[config.mk]
export PLATFORM = sky130hd
export DESIGN_NAME = hw_limit_timer_modes
export DESIGN_NICKNAME = d
export VERILOG_FILES = /design/src/verilog/hw_limit_timer_pkg.sv /design/src/verilog/hw_limit_timer_modes.sv
export VERILOG_INCLUDE_DIRS = /design/src /design/src/verilog
export SDC_FILE = /design/constraint.sdc
export NUM_CORES = 1
export LEC_CHECK = 0
export BUFFER_PORTS_ARGS = -buffer_cell sky130_fd_sc_hd__buf_2
export CORE_MARGIN = 8
export CORE_UTILIZATION = 25
export DETAILED_ROUTE_END_ITERATION = 8
export PLACE_DENSITY = 0.47
export SETUP_SLACK_MARGIN = 0.2
export SLEW_MARGIN = 5
export SYNTH_ARGS = -nofsm -noshare
export SYNTH_HDL_FRONTEND = slang
export SYNTH_SLANG_ARGS = --single-unit
[constraint.sdc]
create_clock -name clk_i -period 2.15 [get_ports clk_i]
set_input_delay 0.1075 -clock clk_i [delete_from_list [all_inputs] [get_ports clk_i]]
set_output_delay 0.1075 -clock clk_i [all_outputs]
set_load 0.005 [all_outputs]
[src/verilog/hw_limit_timer_map.svh]
// Register indices, field positions, reset values and mode codes of the limit timer
`ifndef HW_LIMIT_TIMER_MAP_SVH
`define HW_LIMIT_TIMER_MAP_SVH

// ==========================================================
// Register indices; byte address is four times the index
`define COUNT_IDX 10'h028c
`define PERIOD_IDX 10'h028d
`define CONTROL_IDX 10'h028e
`define HLIMIT_IDX 10'h028f

// ==========================================================
// Field positions
`define CONTROL_ON_BIT 7
`define HLIMIT_PRESCALER_OUTPUT_SYNC_BIT 7
`define HLIMIT_CPOL_BIT 6
`define HLIMIT_RUN_BIT_CLOCK_SYNC_BIT 5
`define HLIMIT_MODE_MSB 4

// ==========================================================
// Reset values
`define COUNT_RESET 8'h00
`define PERIOD_RESET 8'hff
`define CONTROL_RESET 8'h00
`define HLIMIT_RESET 8'h00

// ==========================================================
// Mode codes
`define MODE_SW_GATE 5'h00
`define MODE_GATE_HIGH_STOP 5'h01
`define MODE_GATE_LOW_STOP 5'h02
`define MODE_EDGE_LIM_ANY 5'h03
`define MODE_EDGE_LIM_RISE 5'h04
`define MODE_EDGE_LIM_FALL 5'h05
`define MODE_LVL_LIM_LOW 5'h06
`define MODE_LVL_LIM_HIGH 5'h07
`define MODE_ONESHOT_SW 5'h08
`define MODE_ONESHOT_RISE 5'h09
`define MODE_ONESHOT_FALL 5'h0a
`define MODE_ONESHOT_ANY 5'h0b
`define MODE_OS_LIM_RISE 5'h0c
`define MODE_OS_LIM_FALL 5'h0d
`define MODE_OS_LVL_EDGE_LOW 5'h0e
`define MODE_OS_LVL_EDGE_HIGH 5'h0f
`define MODE_MONO_RISE 5'h11
`define MODE_MONO_FALL 5'h12
`define MODE_MONO_ANY 5'h13
`define MODE_OS_LVL_LOW 5'h16
`define MODE_OS_LVL_HIGH 5'h17

// ==========================================================
// Bus answers
`define RESP_OKAY 2'h0
`define RESP_SLVERR 2'h2

`endif

[src/verilog/hw_limit_timer_pkg.sv]
// Types shared by the limit timer design
`default_nettype none
package hw_limit_timer_pkg;
	typedef logic [7:0] byte_type;
	typedef logic [4:0] mode_type;
	typedef logic [11:0] addr_type;
	typedef logic [31:0] word_type;
	typedef logic [1:0] resp_type;
endpackage : hw_limit_timer_pkg
`default_nettype wire

[src/verilog/hw_limit_timer_modes.sv]
// Hardware limit timer with AXI4-Lite register access
//
// The register offsets and the AXI4-Lite register port were left to the implementer.
`timescale 1ns/1ns
`default_nettype none
`include "hw_limit_timer_map.svh"

// Notes on behaviour
// - Hardware gate modes count like software gate, external signal may also pause.
// - Mode 1 halts while signal high; mode 2 halts while signal low.
// - Edge limit modes clear count on any, rising or falling edge (3, 4, 5).
// - After an early edge reset the period restarts two clocks later.
// - Level limit modes clear count while signal low (6) or high (7).
// - In level limit modes the signal does nothing while run bit is clear.
// - Level limit: count clears on period match or two clocks after reset level.
// - Level limit: counting resumes after match, or two clocks after reset level ends.
// - Mode 8: period match clears count and run bit; software restarts each cycle.
// - Mode 8: clearing then setting run bit mid-cycle pauses then resumes.
// - Edge one shot modes start on edge after run set; match clears run bit.
// - Edge one shot: after run bit cleared, a fresh edge is needed to resume.
// - Edge limit one shot: first edge starts, later edges reset, resume two clocks on.
// - Edge limit one shot: match clears count and run; edges ignored while run clear.
// - Level-reset edge one shot: held clear at reset level, start on active edge.
// - Level-reset edge one shot: match clears run; new edge needed after re-enable.
// - Monostable modes start on edge after run set, stop incrementing at match.
// - Level limit one shot: held clear at reset level; start when run and inactive.
// - Level limit one shot: match clears count and run; stays reset until both again.
// - With prescaler sync set, timer frozen in sleep, count and period kept.
// - With prescaler sync clear, timer keeps running in sleep on its clock.
// - Monostable: clock after match stops count at zero, run bit kept.
// - Every mode: clock after count equals period clears the count.
// - Software gate: count advances on each input clock while run set, else holds.
// - With run-bit sync enabled, operation starts two input clocks after run set.
module hw_limit_timer_modes
(
	input wire logic clk_i,
	input wire logic resetn_i,
	input wire logic timer_tick_i,
	input wire logic sleep_i,
	input wire logic ext_reset_signal_i,
	output var hw_limit_timer_pkg::byte_type count_value_o,
	output logic period_match_o,
	output logic run_o,
	input wire hw_limit_timer_pkg::addr_type s_axi_awaddr,
	input wire logic s_axi_awvalid,
	output logic s_axi_awready,
	input wire hw_limit_timer_pkg::word_type s_axi_wdata,
	input wire logic [3:0] s_axi_wstrb,
	input wire logic s_axi_wvalid,
	output logic s_axi_wready,
	output logic [1:0] s_axi_bresp,
	output logic s_axi_bvalid,
	input wire logic s_axi_bready,
	input wire hw_limit_timer_pkg::addr_type s_axi_araddr,
	input wire logic s_axi_arvalid,
	output logic s_axi_arready,
	output var hw_limit_timer_pkg::word_type s_axi_rdata,
	output logic [1:0] s_axi_rresp,
	output logic s_axi_rvalid,
	input wire logic s_axi_rready
);
	import hw_limit_timer_pkg::*;

	// ==========================================================
	// Registers and timer state
	byte_type count_register;
	byte_type period_register;
	byte_type control_reg;
	byte_type hlimit_reg;
	logic started, ers_meta, ers_sync, ers_prev;
	logic [1:0] on_sync;

	// ==========================================================
	// Bus write capture
	logic aw_held, w_held, do_write;
	addr_type aw_addr;
	word_type w_data;
	logic [3:0] w_strb;
	addr_type rd_addr;

	// ==========================================================
	// Combinational timer decisions
	mode_type mode;
	logic run_bit, on_eff, tick, match, rise, fall, edge_hit, at_reset_level;
	logic next_started, next_clear_on, next_match;
	byte_type next_count;

	assign mode = hlimit_reg[`HLIMIT_MODE_MSB:0];
	assign run_bit = control_reg[`CONTROL_ON_BIT];
	// Sleep only stops the tick when the prescaler output is synchronised
	assign tick = timer_tick_i & ~(sleep_i & hlimit_reg[`HLIMIT_PRESCALER_OUTPUT_SYNC_BIT]);
	// Run bit may be delayed two input clocks to keep enable glitch free
	assign on_eff = hlimit_reg[`HLIMIT_RUN_BIT_CLOCK_SYNC_BIT] ? (run_bit & on_sync[1]) : run_bit;
	assign match = (count_register == period_register);
	assign rise = ers_sync & ~ers_prev;
	assign fall = ~ers_sync & ers_prev;
	// Odd codes reset on high level, even codes on low level
	assign at_reset_level = mode[0] ? ers_sync : ~ers_sync;

	always_comb
	begin
		case (mode)
			`MODE_EDGE_LIM_ANY, `MODE_ONESHOT_ANY, `MODE_MONO_ANY:
				edge_hit = rise | fall;
			`MODE_EDGE_LIM_RISE, `MODE_ONESHOT_RISE, `MODE_OS_LIM_RISE, `MODE_MONO_RISE, `MODE_OS_LVL_EDGE_LOW:
				edge_hit = rise;
			`MODE_EDGE_LIM_FALL, `MODE_ONESHOT_FALL, `MODE_OS_LIM_FALL, `MODE_MONO_FALL, `MODE_OS_LVL_EDGE_HIGH:
				edge_hit = fall;
			default:
				edge_hit = 1'b0;
		endcase
	end

	always_comb
	begin
		next_count = count_register;
		next_started = started;
		next_clear_on = 1'b0;
		next_match = 1'b0;
		case (mode)
			`MODE_SW_GATE, `MODE_GATE_HIGH_STOP, `MODE_GATE_LOW_STOP:
			begin
				// Gate modes pause, never clear; match still wraps
				if (on_eff && !(mode == `MODE_GATE_HIGH_STOP && ers_sync)
					&& !(mode == `MODE_GATE_LOW_STOP && !ers_sync))
				begin
					next_match = match;
					next_count = match ? 8'h00 : count_register + 8'h01;
				end
			end
			`MODE_EDGE_LIM_ANY, `MODE_EDGE_LIM_RISE, `MODE_EDGE_LIM_FALL:
			begin
				if (on_eff)
				begin
					next_match = match & ~edge_hit;
					// Edge seen two clocks late via the synchroniser, period restarts from zero
					if (edge_hit)
						next_count = 8'h00;
					else
						next_count = match ? 8'h00 : count_register + 8'h01;
				end
			end
			`MODE_LVL_LIM_LOW, `MODE_LVL_LIM_HIGH:
			begin
				// Nothing happens while run is clear, the signal included
				if (on_eff)
				begin
					next_match = match & ~at_reset_level;
					if (at_reset_level)
						next_count = 8'h00;
					else
						next_count = match ? 8'h00 : count_register + 8'h01;
				end
			end
			`MODE_ONESHOT_SW:
			begin
				// Pausing keeps the count, so the cycle completes later
				if (on_eff)
				begin
					next_match = match;
					next_count = match ? 8'h00 : count_register + 8'h01;
					next_clear_on = match;
				end
			end
			`MODE_ONESHOT_RISE, `MODE_ONESHOT_FALL, `MODE_ONESHOT_ANY,
			`MODE_MONO_RISE, `MODE_MONO_FALL, `MODE_MONO_ANY:
			begin
				if (!on_eff)
					next_started = 1'b0;
				else if (!started)
					next_started = edge_hit;
				else
				begin
					next_match = match;
					next_count = match ? 8'h00 : count_register + 8'h01;
					next_started = ~match;
					next_clear_on = match & ~mode[4];
				end
			end
			`MODE_OS_LIM_RISE, `MODE_OS_LIM_FALL:
			begin
				// Edges ignored until the run bit is set
				if (!on_eff)
					next_started = 1'b0;
				else if (!started)
					next_started = edge_hit;
				else if (edge_hit)
					next_count = 8'h00;
				else
				begin
					next_match = match;
					next_count = match ? 8'h00 : count_register + 8'h01;
					next_started = ~match;
					next_clear_on = match;
				end
			end
			`MODE_OS_LVL_EDGE_LOW, `MODE_OS_LVL_EDGE_HIGH:
			begin
				if (at_reset_level)
				begin
					next_count = 8'h00;
					next_started = 1'b0;
				end
				else if (!on_eff)
					next_started = 1'b0;
				else if (!started)
					next_started = edge_hit;
				else
				begin
					next_match = match;
					next_count = match ? 8'h00 : count_register + 8'h01;
					next_started = ~match;
					next_clear_on = match;
				end
			end
			`MODE_OS_LVL_LOW, `MODE_OS_LVL_HIGH:
			begin
				if (at_reset_level)
					next_count = 8'h00;
				else if (on_eff)
				begin
					next_match = match;
					next_count = match ? 8'h00 : count_register + 8'h01;
					next_clear_on = match;
				end
			end
			default:
				next_count = count_register;
		endcase
	end

	// ==========================================================
	// External signal synchroniser, first stage read only by second
	always_ff @(posedge clk_i or negedge resetn_i)
	begin
		if (!resetn_i)
		begin
			ers_meta <= 1'b0;
			ers_sync <= 1'b0;
		end
		else
		begin
			ers_meta <= ext_reset_signal_i;
			ers_sync <= ers_meta;
		end
	end

	// Edge history and run-bit delay advance on timer ticks only
	always_ff @(posedge clk_i or negedge resetn_i)
	begin
		if (!resetn_i)
		begin
			ers_prev <= 1'b0;
			on_sync <= 2'b00;
		end
		else if (tick)
		begin
			ers_prev <= ers_sync;
			on_sync <= {on_sync[0], run_bit};
		end
	end

	// ==========================================================
	// Counter; a software write wins over the timer
	always_ff @(posedge clk_i or negedge resetn_i)
	begin
		if (!resetn_i)
		begin
			count_register <= `COUNT_RESET;
			started <= 1'b0;
			period_match_o <= 1'b0;
		end
		else
		begin
			period_match_o <= tick & next_match;
			if (do_write && aw_addr[11:2] == `COUNT_IDX && w_strb[0])
				count_register <= w_data[7:0];
			else if (tick)
				count_register <= next_count;
			if (tick)
				started <= next_started;
		end
	end

	// ==========================================================
	// Configuration registers
	always_ff @(posedge clk_i or negedge resetn_i)
	begin
		if (!resetn_i)
		begin
			period_register <= `PERIOD_RESET;
			hlimit_reg <= `HLIMIT_RESET;
		end
		else if (do_write && w_strb[0])
		begin
			if (aw_addr[11:2] == `PERIOD_IDX)
				period_register <= w_data[7:0];
			if (aw_addr[11:2] == `HLIMIT_IDX)
				hlimit_reg <= w_data[7:0];
		end
	end

	// Software write of the run bit takes effect over the hardware clear
	always_ff @(posedge clk_i or negedge resetn_i)
	begin
		if (!resetn_i)
			control_reg <= `CONTROL_RESET;
		else if (do_write && aw_addr[11:2] == `CONTROL_IDX && w_strb[0])
			control_reg <= w_data[7:0];
		else if (tick && next_clear_on)
			control_reg[`CONTROL_ON_BIT] <= 1'b0;
	end

	assign count_value_o = count_register;
	assign run_o = run_bit;

	// ==========================================================
	// AXI4-Lite write channel
	assign s_axi_awready = ~aw_held & ~s_axi_bvalid;
	assign s_axi_wready = ~w_held & ~s_axi_bvalid;
	assign do_write = aw_held & w_held & ~s_axi_bvalid;

	always_ff @(posedge clk_i or negedge resetn_i)
	begin
		if (!resetn_i)
		begin
			aw_held <= 1'b0;
			w_held <= 1'b0;
			aw_addr <= 12'h000;
			w_data <= 32'h0000_0000;
			w_strb <= 4'h0;
			s_axi_bvalid <= 1'b0;
			s_axi_bresp <= `RESP_OKAY;
		end
		else
		begin
			if (s_axi_awvalid && s_axi_awready)
			begin
				aw_held <= 1'b1;
				aw_addr <= s_axi_awaddr;
			end
			if (s_axi_wvalid && s_axi_wready)
			begin
				w_held <= 1'b1;
				w_data <= s_axi_wdata;
				w_strb <= s_axi_wstrb;
			end
			if (do_write)
			begin
				aw_held <= 1'b0;
				w_held <= 1'b0;
				s_axi_bvalid <= 1'b1;
				s_axi_bresp <= (aw_addr[11:2] >= `COUNT_IDX && aw_addr[11:2] <= `HLIMIT_IDX)
					? `RESP_OKAY : `RESP_SLVERR;
			end
			else if (s_axi_bready)
				s_axi_bvalid <= 1'b0;
		end
	end

	// ==========================================================
	// AXI4-Lite read channel, one cycle after address
	assign s_axi_arready = ~s_axi_rvalid;
	assign rd_addr = s_axi_araddr;

	always_ff @(posedge clk_i or negedge resetn_i)
	begin
		if (!resetn_i)
		begin
			s_axi_rvalid <= 1'b0;
			s_axi_rdata <= 32'h0000_0000;
			s_axi_rresp <= `RESP_OKAY;
		end
		else if (s_axi_arvalid && s_axi_arready)
		begin
			s_axi_rvalid <= 1'b1;
			s_axi_rresp <= `RESP_OKAY;
			case (rd_addr[11:2])
				`COUNT_IDX:
					s_axi_rdata <= {24'h00_0000, count_register};
				`PERIOD_IDX:
					s_axi_rdata <= {24'h00_0000, period_register};
				`CONTROL_IDX:
					s_axi_rdata <= {24'h00_0000, control_reg};
				`HLIMIT_IDX:
					s_axi_rdata <= {24'h00_0000, hlimit_reg};
				default:
				begin
					s_axi_rdata <= 32'h0000_0000;
					s_axi_rresp <= `RESP_SLVERR;
				end
			endcase
		end
		else if (s_axi_rready)
			s_axi_rvalid <= 1'b0;
	end
endmodule : hw_limit_timer_modes
`default_nettype wire

### After elaboration in Yosys (flattened, before gate mapping)

Index checks and enable logic that the tools add are counted.

| cells by class | value |
|---|---|
| add/subtract/negate cells | 1 |
| magnitude comparators | 2 |
| equality and inequality tests | 34 |
| mux-type cells | 54 |
| bitwise logic cells | 25 |
| reductions and logical operators | 41 |

Operator list:

| kind | number |
|---|---|
| $mux 8 | 15 |
| $eq 10x10->1 const B | 8 |
| $pmux 8 s8 | 1 |
| $eq 5x4->1 const B | 8 |
| $pmux 8 s4 | 1 |
| $mux 1 | 31 |
| $eq 5x5->1 const B | 5 |
| $eq 5x3->1 const B | 4 |
| $ne 3x3->1 const B | 5 |
| $logic_and 1x1->1 | 14 |
| $and 1x1->1 | 13 |
| $reduce_bool 2->1 | 6 |
| $not 1->1 | 11 |
| $eq 5x2->1 const B | 2 |
| $ge 10x10->1 const B | 1 |
| $le 10x10->1 const B | 1 |
| $reduce_or 5->1 | 2 |
| $reduce_bool 9->1 | 1 |
| $reduce_or 3->1 | 3 |
| $add 8x1->8 const B | 1 |
| $eq 8x8->1 | 1 |
| $pmux 1 s8 | 1 |
| $reduce_or 2->1 | 4 |
| $reduce_and 7->1 | 1 |
| 11 further kinds | 17 |

| storage, ports and cells | value |
|---|---|
| bits in registers | 100 |
| input port bits | 70 |
| output and inout bits | 51 |

### Logic depth before layout (Yosys ltp)

Gate-level depths: netlist of run 1.

| depth | value |
|---|---|
| depth after elaboration | 11 |
| depth in mapped cells | 10 |
| depth with buffers taken out | 9 |

### Worst setup path after synthesis of run 1

No wires, ideal clock.

| path | value |
|---|---|
| path kind | register -> register |
| from | register ers_sync |
| to | register count_register[1] (netlist: count_value_o[1]) |
| library setup time | 0.123 ns |
| arrival | 1.850 ns |
| required time | 2.027 ns |
| path slack | 0.178 ns |
| stages on the path, launching flop included | 11 |
| path through | dfrtp_1 buf_2 inv_1 ha_1 a21oi_1 o2bb2ai_1 a211oi_1 a221oi_2 a21oi_2 a221oi_2 nor2_1 |

| on the way | value |
|---|---|
| cells in the longest elaborated chain, start to end | 10 |
| elaborated cells on any way between the ends | 26 |

Ends and longest elaborated chain:

| what | line | RTL |
|---|---|---|
| from (decl) | hw_limit_timer_modes.sv:70 | `logic started, ers_meta, ers_sync, ers_prev;` |
| from (signal assigned) | hw_limit_timer_modes.sv:244 | `ers_sync <= ers_meta;` |
| $not 1->1 | hw_limit_timer_modes.sv:96, hw_limit_timer_modes.sv:98 |  |
| $and 1x1->1 | hw_limit_timer_modes.sv:96 | `assign fall = ~ers_sync & ers_prev;` |
| $or 1x1->1 | hw_limit_timer_modes.sv:104 | `edge_hit = rise \| fall;` |
| $pmux 1 s3 | hw_limit_timer_modes.sv:102 | `case (mode)` |
| $mux 8 | hw_limit_timer_modes.sv:137, hw_limit_timer_modes.sv:187 |  |
| $mux 8 | hw_limit_timer_modes.sv:185 | `else if (!started)` |
| $mux 8 | hw_limit_timer_modes.sv:183 | `if (!on_eff)` |
| $pmux 8 s8 | hw_limit_timer_modes.sv:120 | `case (mode)` |
| $mux 8 | hw_limit_timer_modes.sv:278 | `else if (tick)` |
| $mux 8 | hw_limit_timer_modes.sv:276 | `` if (do_write && aw_addr[11:2] == `COUNT_IDX && w_strb[0]) `` |
| to (signal assigned) | hw_limit_timer_modes.sv:269 | `` count_register <= `COUNT_RESET; `` |
| to (signal assigned) | hw_limit_timer_modes.sv:277 | `count_register <= w_data[7:0];` |
| to (signal assigned) | hw_limit_timer_modes.sv:279 | `count_register <= next_count;` |
| to (decl) | hw_limit_timer_modes.sv:66 | `byte_type count_register;` |

Parallel ways exist; a longest one is shown, timed or not. The select of a mux whose other input is x is not followed.
A chain may end at the register's enable or synchronous reset.

### Worst setup path after layout of run 1

| path | value |
|---|---|
| from | register hlimit_reg[3] |
| to | register count_register[6] (netlist: count_value_o[6]) |

| on the way | value |
|---|---|
| cells in the longest elaborated chain, start to end | 9 |
| elaborated cells on any way between the ends | 52 |

Ends and longest elaborated chain:

| what | line | RTL |
|---|---|---|
| from (decl) | hw_limit_timer_modes.sv:69 | `byte_type hlimit_reg;` |
| from (signal assigned) | hw_limit_timer_modes.sv:292 | `` hlimit_reg <= `HLIMIT_RESET; `` |
| from (signal assigned) | hw_limit_timer_modes.sv:299 | `hlimit_reg <= w_data[7:0];` |
| $eq 5x4->1 (tied with other cells) | hw_limit_timer_modes.sv:102, hw_limit_timer_modes.sv:120 |  |
| $reduce_or 5->1 / $reduce_or 3->1 (equally long branches) | hw_limit_timer_modes.sv:102 |  |
| $pmux 1 s3 | hw_limit_timer_modes.sv:102 |  |
| $mux 8 | hw_limit_timer_modes.sv:137, hw_limit_timer_modes.sv:187 |  |
| $mux 8 | hw_limit_timer_modes.sv:185 |  |
| $mux 8 | hw_limit_timer_modes.sv:183 |  |
| $pmux 8 s8 | hw_limit_timer_modes.sv:120 |  |
| $mux 8 | hw_limit_timer_modes.sv:278 |  |
| $mux 8 | hw_limit_timer_modes.sv:276 |  |

Parallel ways exist; a longest one is shown, timed or not. The select of a mux whose other input is x is not followed.

==> results.sh, run 1 <==
export IMPL_status="finished clean"
export IMPL_std_cell_rows=47
export IMPL_synth_area_leaders="dfrtp_1 38%, mux2_2 11%, buf_4 5.3%"
export IMPL_drive_gt1_share_pct=47.5
export IMPL_final_nets=636
export IMPL_die_y_um=146
export IMPL_fillers=1644
export IMPL_critPathMaxFanout=7
export IMPL_finalMaxSlewViolations=0
export IMPL_critPathLaunchType="register"
export IMPL_fin_tns_setup_ns=0
export IMPL_initial_core_util_pct=25.5
export IMPL_post_route_drc_count=0
export IMPL_skew_ns=0.00356
export IMPL_setup_viol=0
export IMPL_rsz0062_at_grt="yes"
export IMPL_synth_seq_cells=72
export IMPL_yosys_cell_types_count=72
export IMPL_hold_path_class="in -> reg"
export IMPL_seq_area_frac_synth_pct=42.9
export IMPL_grt_pass1_vias=3758
export IMPL_utilization_pct=37.0
export IMPL_hold_path_depth=3
export IMPL_seq_area_sq_mm=0.00182
export IMPL_grt_max_degree=44
export IMPL_via_count=3662
export IMPL_required_ns=2.43
export IMPL_rrSetupSlack_ns=0.08
export IMPL_yosysMostFrequentCell="dfrtp_1"
export IMPL_design_area_sq_mm=0.00612
export IMPL_avgSynthCellArea_sq_um=10.4
export IMPL_regMostFlops="aw_addr"
export IMPL_end_kind="register"
export IMPL_fin_crit_ns=2.07
export IMPL_max_clock_freq_mhz=483
export IMPL_reg2reg_depth=8
export IMPL_yosys_warnings=0
export IMPL_cts_buffer_depth=2
export IMPL_clk_latency_ns=0.34
export IMPL_dpl_instance_area_sq_mm=0.00509
export IMPL_slew_limit_headroom_pct=61.2
export IMPL_area_delta_synth_final_pct=45.0
export IMPL_routed_wl_um=12900
export IMPL_async_flop_share_pct=100
export IMPL_period_share_pct=96.4
export IMPL_io_pins=121
export IMPL_overflow=0
export IMPL_syn_cell_area_sq_mm=0.00422
export IMPL_die_x_um=146
export IMPL_final_setup_worst_slack_ns=0.0775
export IMPL_ys_flop_type="dfrtp_1"
export IMPL_hold_viol=0
export IMPL_dr_first_iter_drc_count=176
export IMPL_numCtsBuffers=9
export IMPL_multi_input_area_sq_mm=0.00246
export IMPL_arrival_ns=2.35
export IMPL_synthCells=406
export IMPL_max_slew_worst_pin_slew_ns=0.582
export IMPL_peakVddDrop_mv=0.539
export IMPL_portBuffers=63
export IMPL_synth_edf_count=0
export IMPL_core_sq_mm=0.0165
export IMPL_place_ws_ns=-0.166
export IMPL_yosysTopAreaCell="dfrtp_1"
export IMPL_total_leakage_power_nw=2.70
export IMPL_antenna_found_initial=1
export IMPL_synth_commonest_cells="64 x dfrtp_1, 43 x mux2_2, 34 x nand2_1"
export IMPL_gp_congestion=0.818
export IMPL_die_area_sq_mm=0.0213
export IMPL_drt_wirelength_per_cell_um=16.3
export IMPL_cts_tree="done"
export IMPL_clk_pin_slew_ns=0.06
export IMPL_vias_per_cell=4.65
export IMPL_yosys_area_top_type_share_pct=37.9
export IMPL_final_antenna_net_count=0
export IMPL_place_hpwl_um=9380
export IMPL_path_class="reg -> reg"
export IMPL_h_tree_depth=3
export IMPL_cts_sink_count=72
export IMPL_cts_root_buf="clkbuf_16"
export IMPL_largest_reg_flops=10
export IMPL_power_density_mw_per_mm2=775
export IMPL_total_power_mw=4.75
export IMPL_track_usage_pct=11.9
export IMPL_grt_pass1_wl_um=20200
export IMPL_cap_violations=0
export IMPL_firstDrtPassIters=4
export IMPL_antenna_cells=0
[cell usage in the layout, fill, tap and decap left out, types with 3 or more instances in the layout]
master         netlist  layout
dfstp_2              8       8
nand4_1              3       3
a21oi_2              1       5
o21ai_0             23      21
nor2_2               1       3
a221oi_4             0       3
conb_1               1      26
and3_1               5       5
nand2_1             34      32
dfrtp_2              0       4
clkbuf_16            0       9
mux2_2              43      35
ha_1                 3       3
mux2_4               0       8
buf_2                7      62
a22o_1              10       9
dfrtp_1             64      60
dlygate4sd3_1        0      23
and2_1               5       4
buf_12               0       3
nor2_1              17      14
a221oi_1            10       8
buf_6                2       9
buf_4               30      69
nand3_1             11       9
a21oi_1             18      14
xnor2_1             11      11
o21ai_1              3       4
nand2b_1             8       8
inv_1               12      11
[where the power goes]
group | internal [mW] | switching, mW
clock | 0.963 | 0.581
sequential | 1.64 | 0.320
combinational | 0.674 | 0.565
[metrics by stage]
step                      hold WS (ns)  std cells
after floorplan                 -0.188        431
final                           0.0421        788
after detailed placement         0.155        727
after global placement           0.151        727
after global routing            0.0424        788
after CTS                      0.00440        778
[cell type report]
class | count | area share, %
flip-flops and latches | 72 | 29.7
clock inverters | 4 | 0.838
repair buffers | 166 | 19.9
inverters | 12 | 0.736
clock buffers | 12 | 4.19
multi-input cells | 302 | 40.1
well taps | 220 | 4.50
[final timing paths]
check	from	end
min	s_axi_awvalid	aw_held
min in group asynchronous	resetn_i	aw_addr[4]
max	hlimit_reg[3]	count_value_o[6]
max in group asynchronous	resetn_i	period_register[0]
min reg2reg	ers_meta	ers_sync
max reg2reg	hlimit_reg[3]	count_value_o[6]
[routing by layer]
| metal | routed length, um | up-vias | track usage, % |
|---|---|---|---|
| met3 | 794 | 19 | 4.10 |
| met5 | 12 | - | 0 |
| met4 | 216 | 2 | 4.37 |
| met2 | 6140 | 106 | 19.0 |
| met1 | 5710 | 1794 | 14.6 |
| li1 | - | 1741 | - |
[cell families after synthesis]
group,synth area share (%)
flip-flops,42.9
multiplexers,11.7
AO/OA/AOI/OAI,18.6
adder cells (fa/ha/maj),0.889
other,0.0888
AND/OR/NAND/NOR,15.0
XOR/XNOR,2.49
buffers and inverters,8.30
[worst max-delay path, stage by stage (launching register included)]
cell and delay (ns):
dfrtp_2 0.45, buf_6 0.15, and2b_1 0.20, a211o_2 0.12, o311a_4 0.22, nand3b_4 0.08, or4b_4 0.49, a21oi_2 0.17
o22a_1 0.14
[what timing repair did]
action	in CTS	in global routing
pin swaps	19	15
hold buffers	23	0
endpoints found under the hold margin	61	0
resized for setup	32	44
setup endpoints to repair	18	30
buffers inserted	12	10
Note: power is estimated with default switching activity, not from simulation.
==> run 2, diff against run 1 <==
BUFFER_PORTS_ARGS = -buffer_cell sky130_fd_sc_hd__clkbuf_2   (was -buffer_cell sky130_fd_sc_hd__buf_2)
PLACE_DENSITY = default   (was 0.47)
==> run 2 against run 1 <==
Flip-flop and latch count is the same. Highest routed layer is now met4. Largest power group unchanged. Critical path type unchanged. Register-to-register slack gained 0.02 ns. Worst setup slack gained 0.024 ns.
==> results.sh, run 2 (synthesis gave the netlist of run 1 again) <==
export IMPL_max_stage_delay_ns=0.52
export IMPL_dr_first_iter_drc_count=212
export IMPL_placed_cells=718
export IMPL_std_cell_rows=47
export IMPL_hold_path_class="in -> reg"
export IMPL_layout_commonest_cell="clkbuf_2"
export IMPL_cts_sink_count=72
export IMPL_cts_root_buf="clkbuf_16"
export IMPL_max_clock_freq_mhz=488
export IMPL_grt_pass1_wl_um=20300
export IMPL_setup_viol=0
export IMPL_post_route_drc_count=0
export IMPL_clkPwrFrac_pct=34.4
export IMPL_arrival_ns=2.33
export IMPL_holdPathEnd="aw_addr[4]"
export IMPL_drive_gt1_share_pct=46.7
export IMPL_total_power_mw=4.80
export IMPL_cts_tree="done"
export IMPL_skew_ns=0.00485
export IMPL_period_share_pct=95.3
export IMPL_die_y_um=146
export IMPL_final_nets=605
export IMPL_antenna_found_initial=0
export IMPL_mostFrequentLayoutCells="62 x clkbuf_2, 60 x dfrtp_1, 53 x buf_4"
export IMPL_fin_crit_ns=2.05
export IMPL_grt_max_degree=48
export IMPL_area_delta_synth_final_pct=37.8
export IMPL_drt_wirelength_per_cell_um=16.5
export IMPL_rrSetupSlack_ns=0.10
export IMPL_status="finished clean"
export IMPL_gp_congestion=0.863
export IMPL_path_buf_inv=1
export IMPL_path_class="reg -> reg"
export IMPL_required_ns=2.43
export IMPL_p_sw_share_pct=30.6
export IMPL_largest_reg_flops=10
export IMPL_clk_pin_slew_ns=0.06
export IMPL_crit_reg2reg_launch="hlimit_reg[3]"
export IMPL_place_ws_ns=-0.0654
export IMPL_reg2reg_depth=8
export IMPL_regMostFlops="aw_addr"
export IMPL_routed_wl_um=12500
export IMPL_cap_violations=0
export IMPL_die_area_sq_mm=0.0213
export IMPL_portBuffers=63
export IMPL_max_slew_worst_pin_slew_ns=0.595
export IMPL_worst_r2r_endpoint="count_value_o[6]"
export IMPL_vias_per_cell=4.72
export IMPL_hold_path_depth=2
export IMPL_numCtsBuffers=9
export IMPL_critPathLaunchType="register"
export IMPL_hp_start="s_axi_awaddr[4]"
export IMPL_rsz0062_at_grt="yes"
export IMPL_cp_cell_sequence="buf_6, and2b_1, a211o_2, o311a_4, nand3b_4, or4b_4, a21oi_2, o22a_1"
export IMPL_internal_power_mw=3.33
export IMPL_end_kind="register"
export IMPL_final_setup_worst_slack_ns=0.101
export IMPL_via_count=3570
export IMPL_overflow=0
export IMPL_power_density_mw_per_mm2=826
export IMPL_peakVddDrop_mv=0.569
export IMPL_antenna_cells=0
export IMPL_grt_pass1_vias=3802
export IMPL_seqPwrFrac_pct=41.1
export IMPL_finalNonFillerCells=757
export IMPL_slew_limit_headroom_pct=60.4
export IMPL_io_pins=121
export IMPL_cts_buffer_depth=2
export IMPL_h_tree_depth=3
export IMPL_crit_slowest_cell="or4b_4"
export IMPL_core_sq_mm=0.0165
export IMPL_crit_family="simple AND/OR/NAND/NOR gates"
export IMPL_firstDrtPassIters=5
export IMPL_die_x_um=146
export IMPL_fillers=1672
export IMPL_initial_core_util_pct=25.5
export IMPL_power_switching_mw=1.47
export IMPL_track_usage_pct=11.9
export IMPL_combPwrFrac_pct=24.5
export IMPL_hold_viol=0
export IMPL_final_antenna_net_count=0
export IMPL_total_leakage_power_nw=2.54
export IMPL_place_hpwl_um=9420
export IMPL_critPathMaxFanout=4
export IMPL_clk_latency_ns=0.34
export IMPL_finalMaxSlewViolations=0
-- run 2: changes by cell type in the layout (fill, tap and decap cells not counted), moves of 2 or more --
cell,delta
buf_6,-5
dlygate4sd3_1,-13
a21oi_2,-2
mux2_4,-8
mux2_2,+8
clkbuf_2,+62
buf_4,-16
a221oi_2,+2
a221oi_4,-2
buf_2,-60
-- run 2: worst max-delay path by stage --
stage               slack (ns)          endpoint           from  cells after the start
global placement         -0.03    control_reg[7]  hlimit_reg[0]                      9
floorplan                 0.20  count_value_o[1]       ers_sync                     10
detailed placement       -0.07    period_match_o  hlimit_reg[4]                      7
CTS                       0.11  count_value_o[6]  hlimit_reg[3]                      8
finish                    0.10  count_value_o[6]  hlimit_reg[3]                      8
global route             -0.01  count_value_o[0]  hlimit_reg[4]                      7
-- run 2: area by class of cell --
cell class	count	area, sq um	share of cell area [%]
Multi-Input combinational cell	302	2400	41.3
Clock inverter	4	76.3	1.31
Tap cell	220	275	4.73
Timing Repair Buffer	135	943	16.2
Clock buffer	12	256	4.41
Inverter	12	45.0	0.775
Sequential cell	72	1820	31.2
-- run 2: stage by stage --
step	TNS (ns)	hold slack (ns)	instance area, sq um	util [%]
after floorplan	0	-0.188	4330	-
after global placement	-0.0577	0.146	5000	30.3
after detailed placement	-0.267	0.154	5000	30.3
after CTS	0	0.000185	5700	34.5
after global routing	-0.0145	0.00367	5820	35.2
final	0	0.00784	5820	35.2
-- run 2: layer usage --
layer  part of all wire (%)  track usage (%)  vias up
met5                      0                0        -
li1                       -                -     1674
met2                     48             19.7      127
met4                    2.3             4.42        0
met3                    6.6             3.58       23
met1                     43             14.2     1746
-- run 2: power groups by stage --
stage          registers, mW  clock network [mW]  logic (mW)
6_report                1.97                1.65        1.18
5_1_grt                 2.02                1.75        1.30
4_1_cts                 1.96                1.69        1.15
3_5_place_dp            1.98                   0        1.10
3_3_place_gp            1.96                   0        1.05
2_1_floorplan           1.86                   0       0.741
-- run 2: repair_timing --
action                                  in CTS  in global routing
hold buffers                                10                  0
endpoints found under the setup margin      18                 26
pin swaps                                   19                  8
setup buffers                               11                  2
resized for setup                           35                 20
hold endpoints to repair                    32                  0
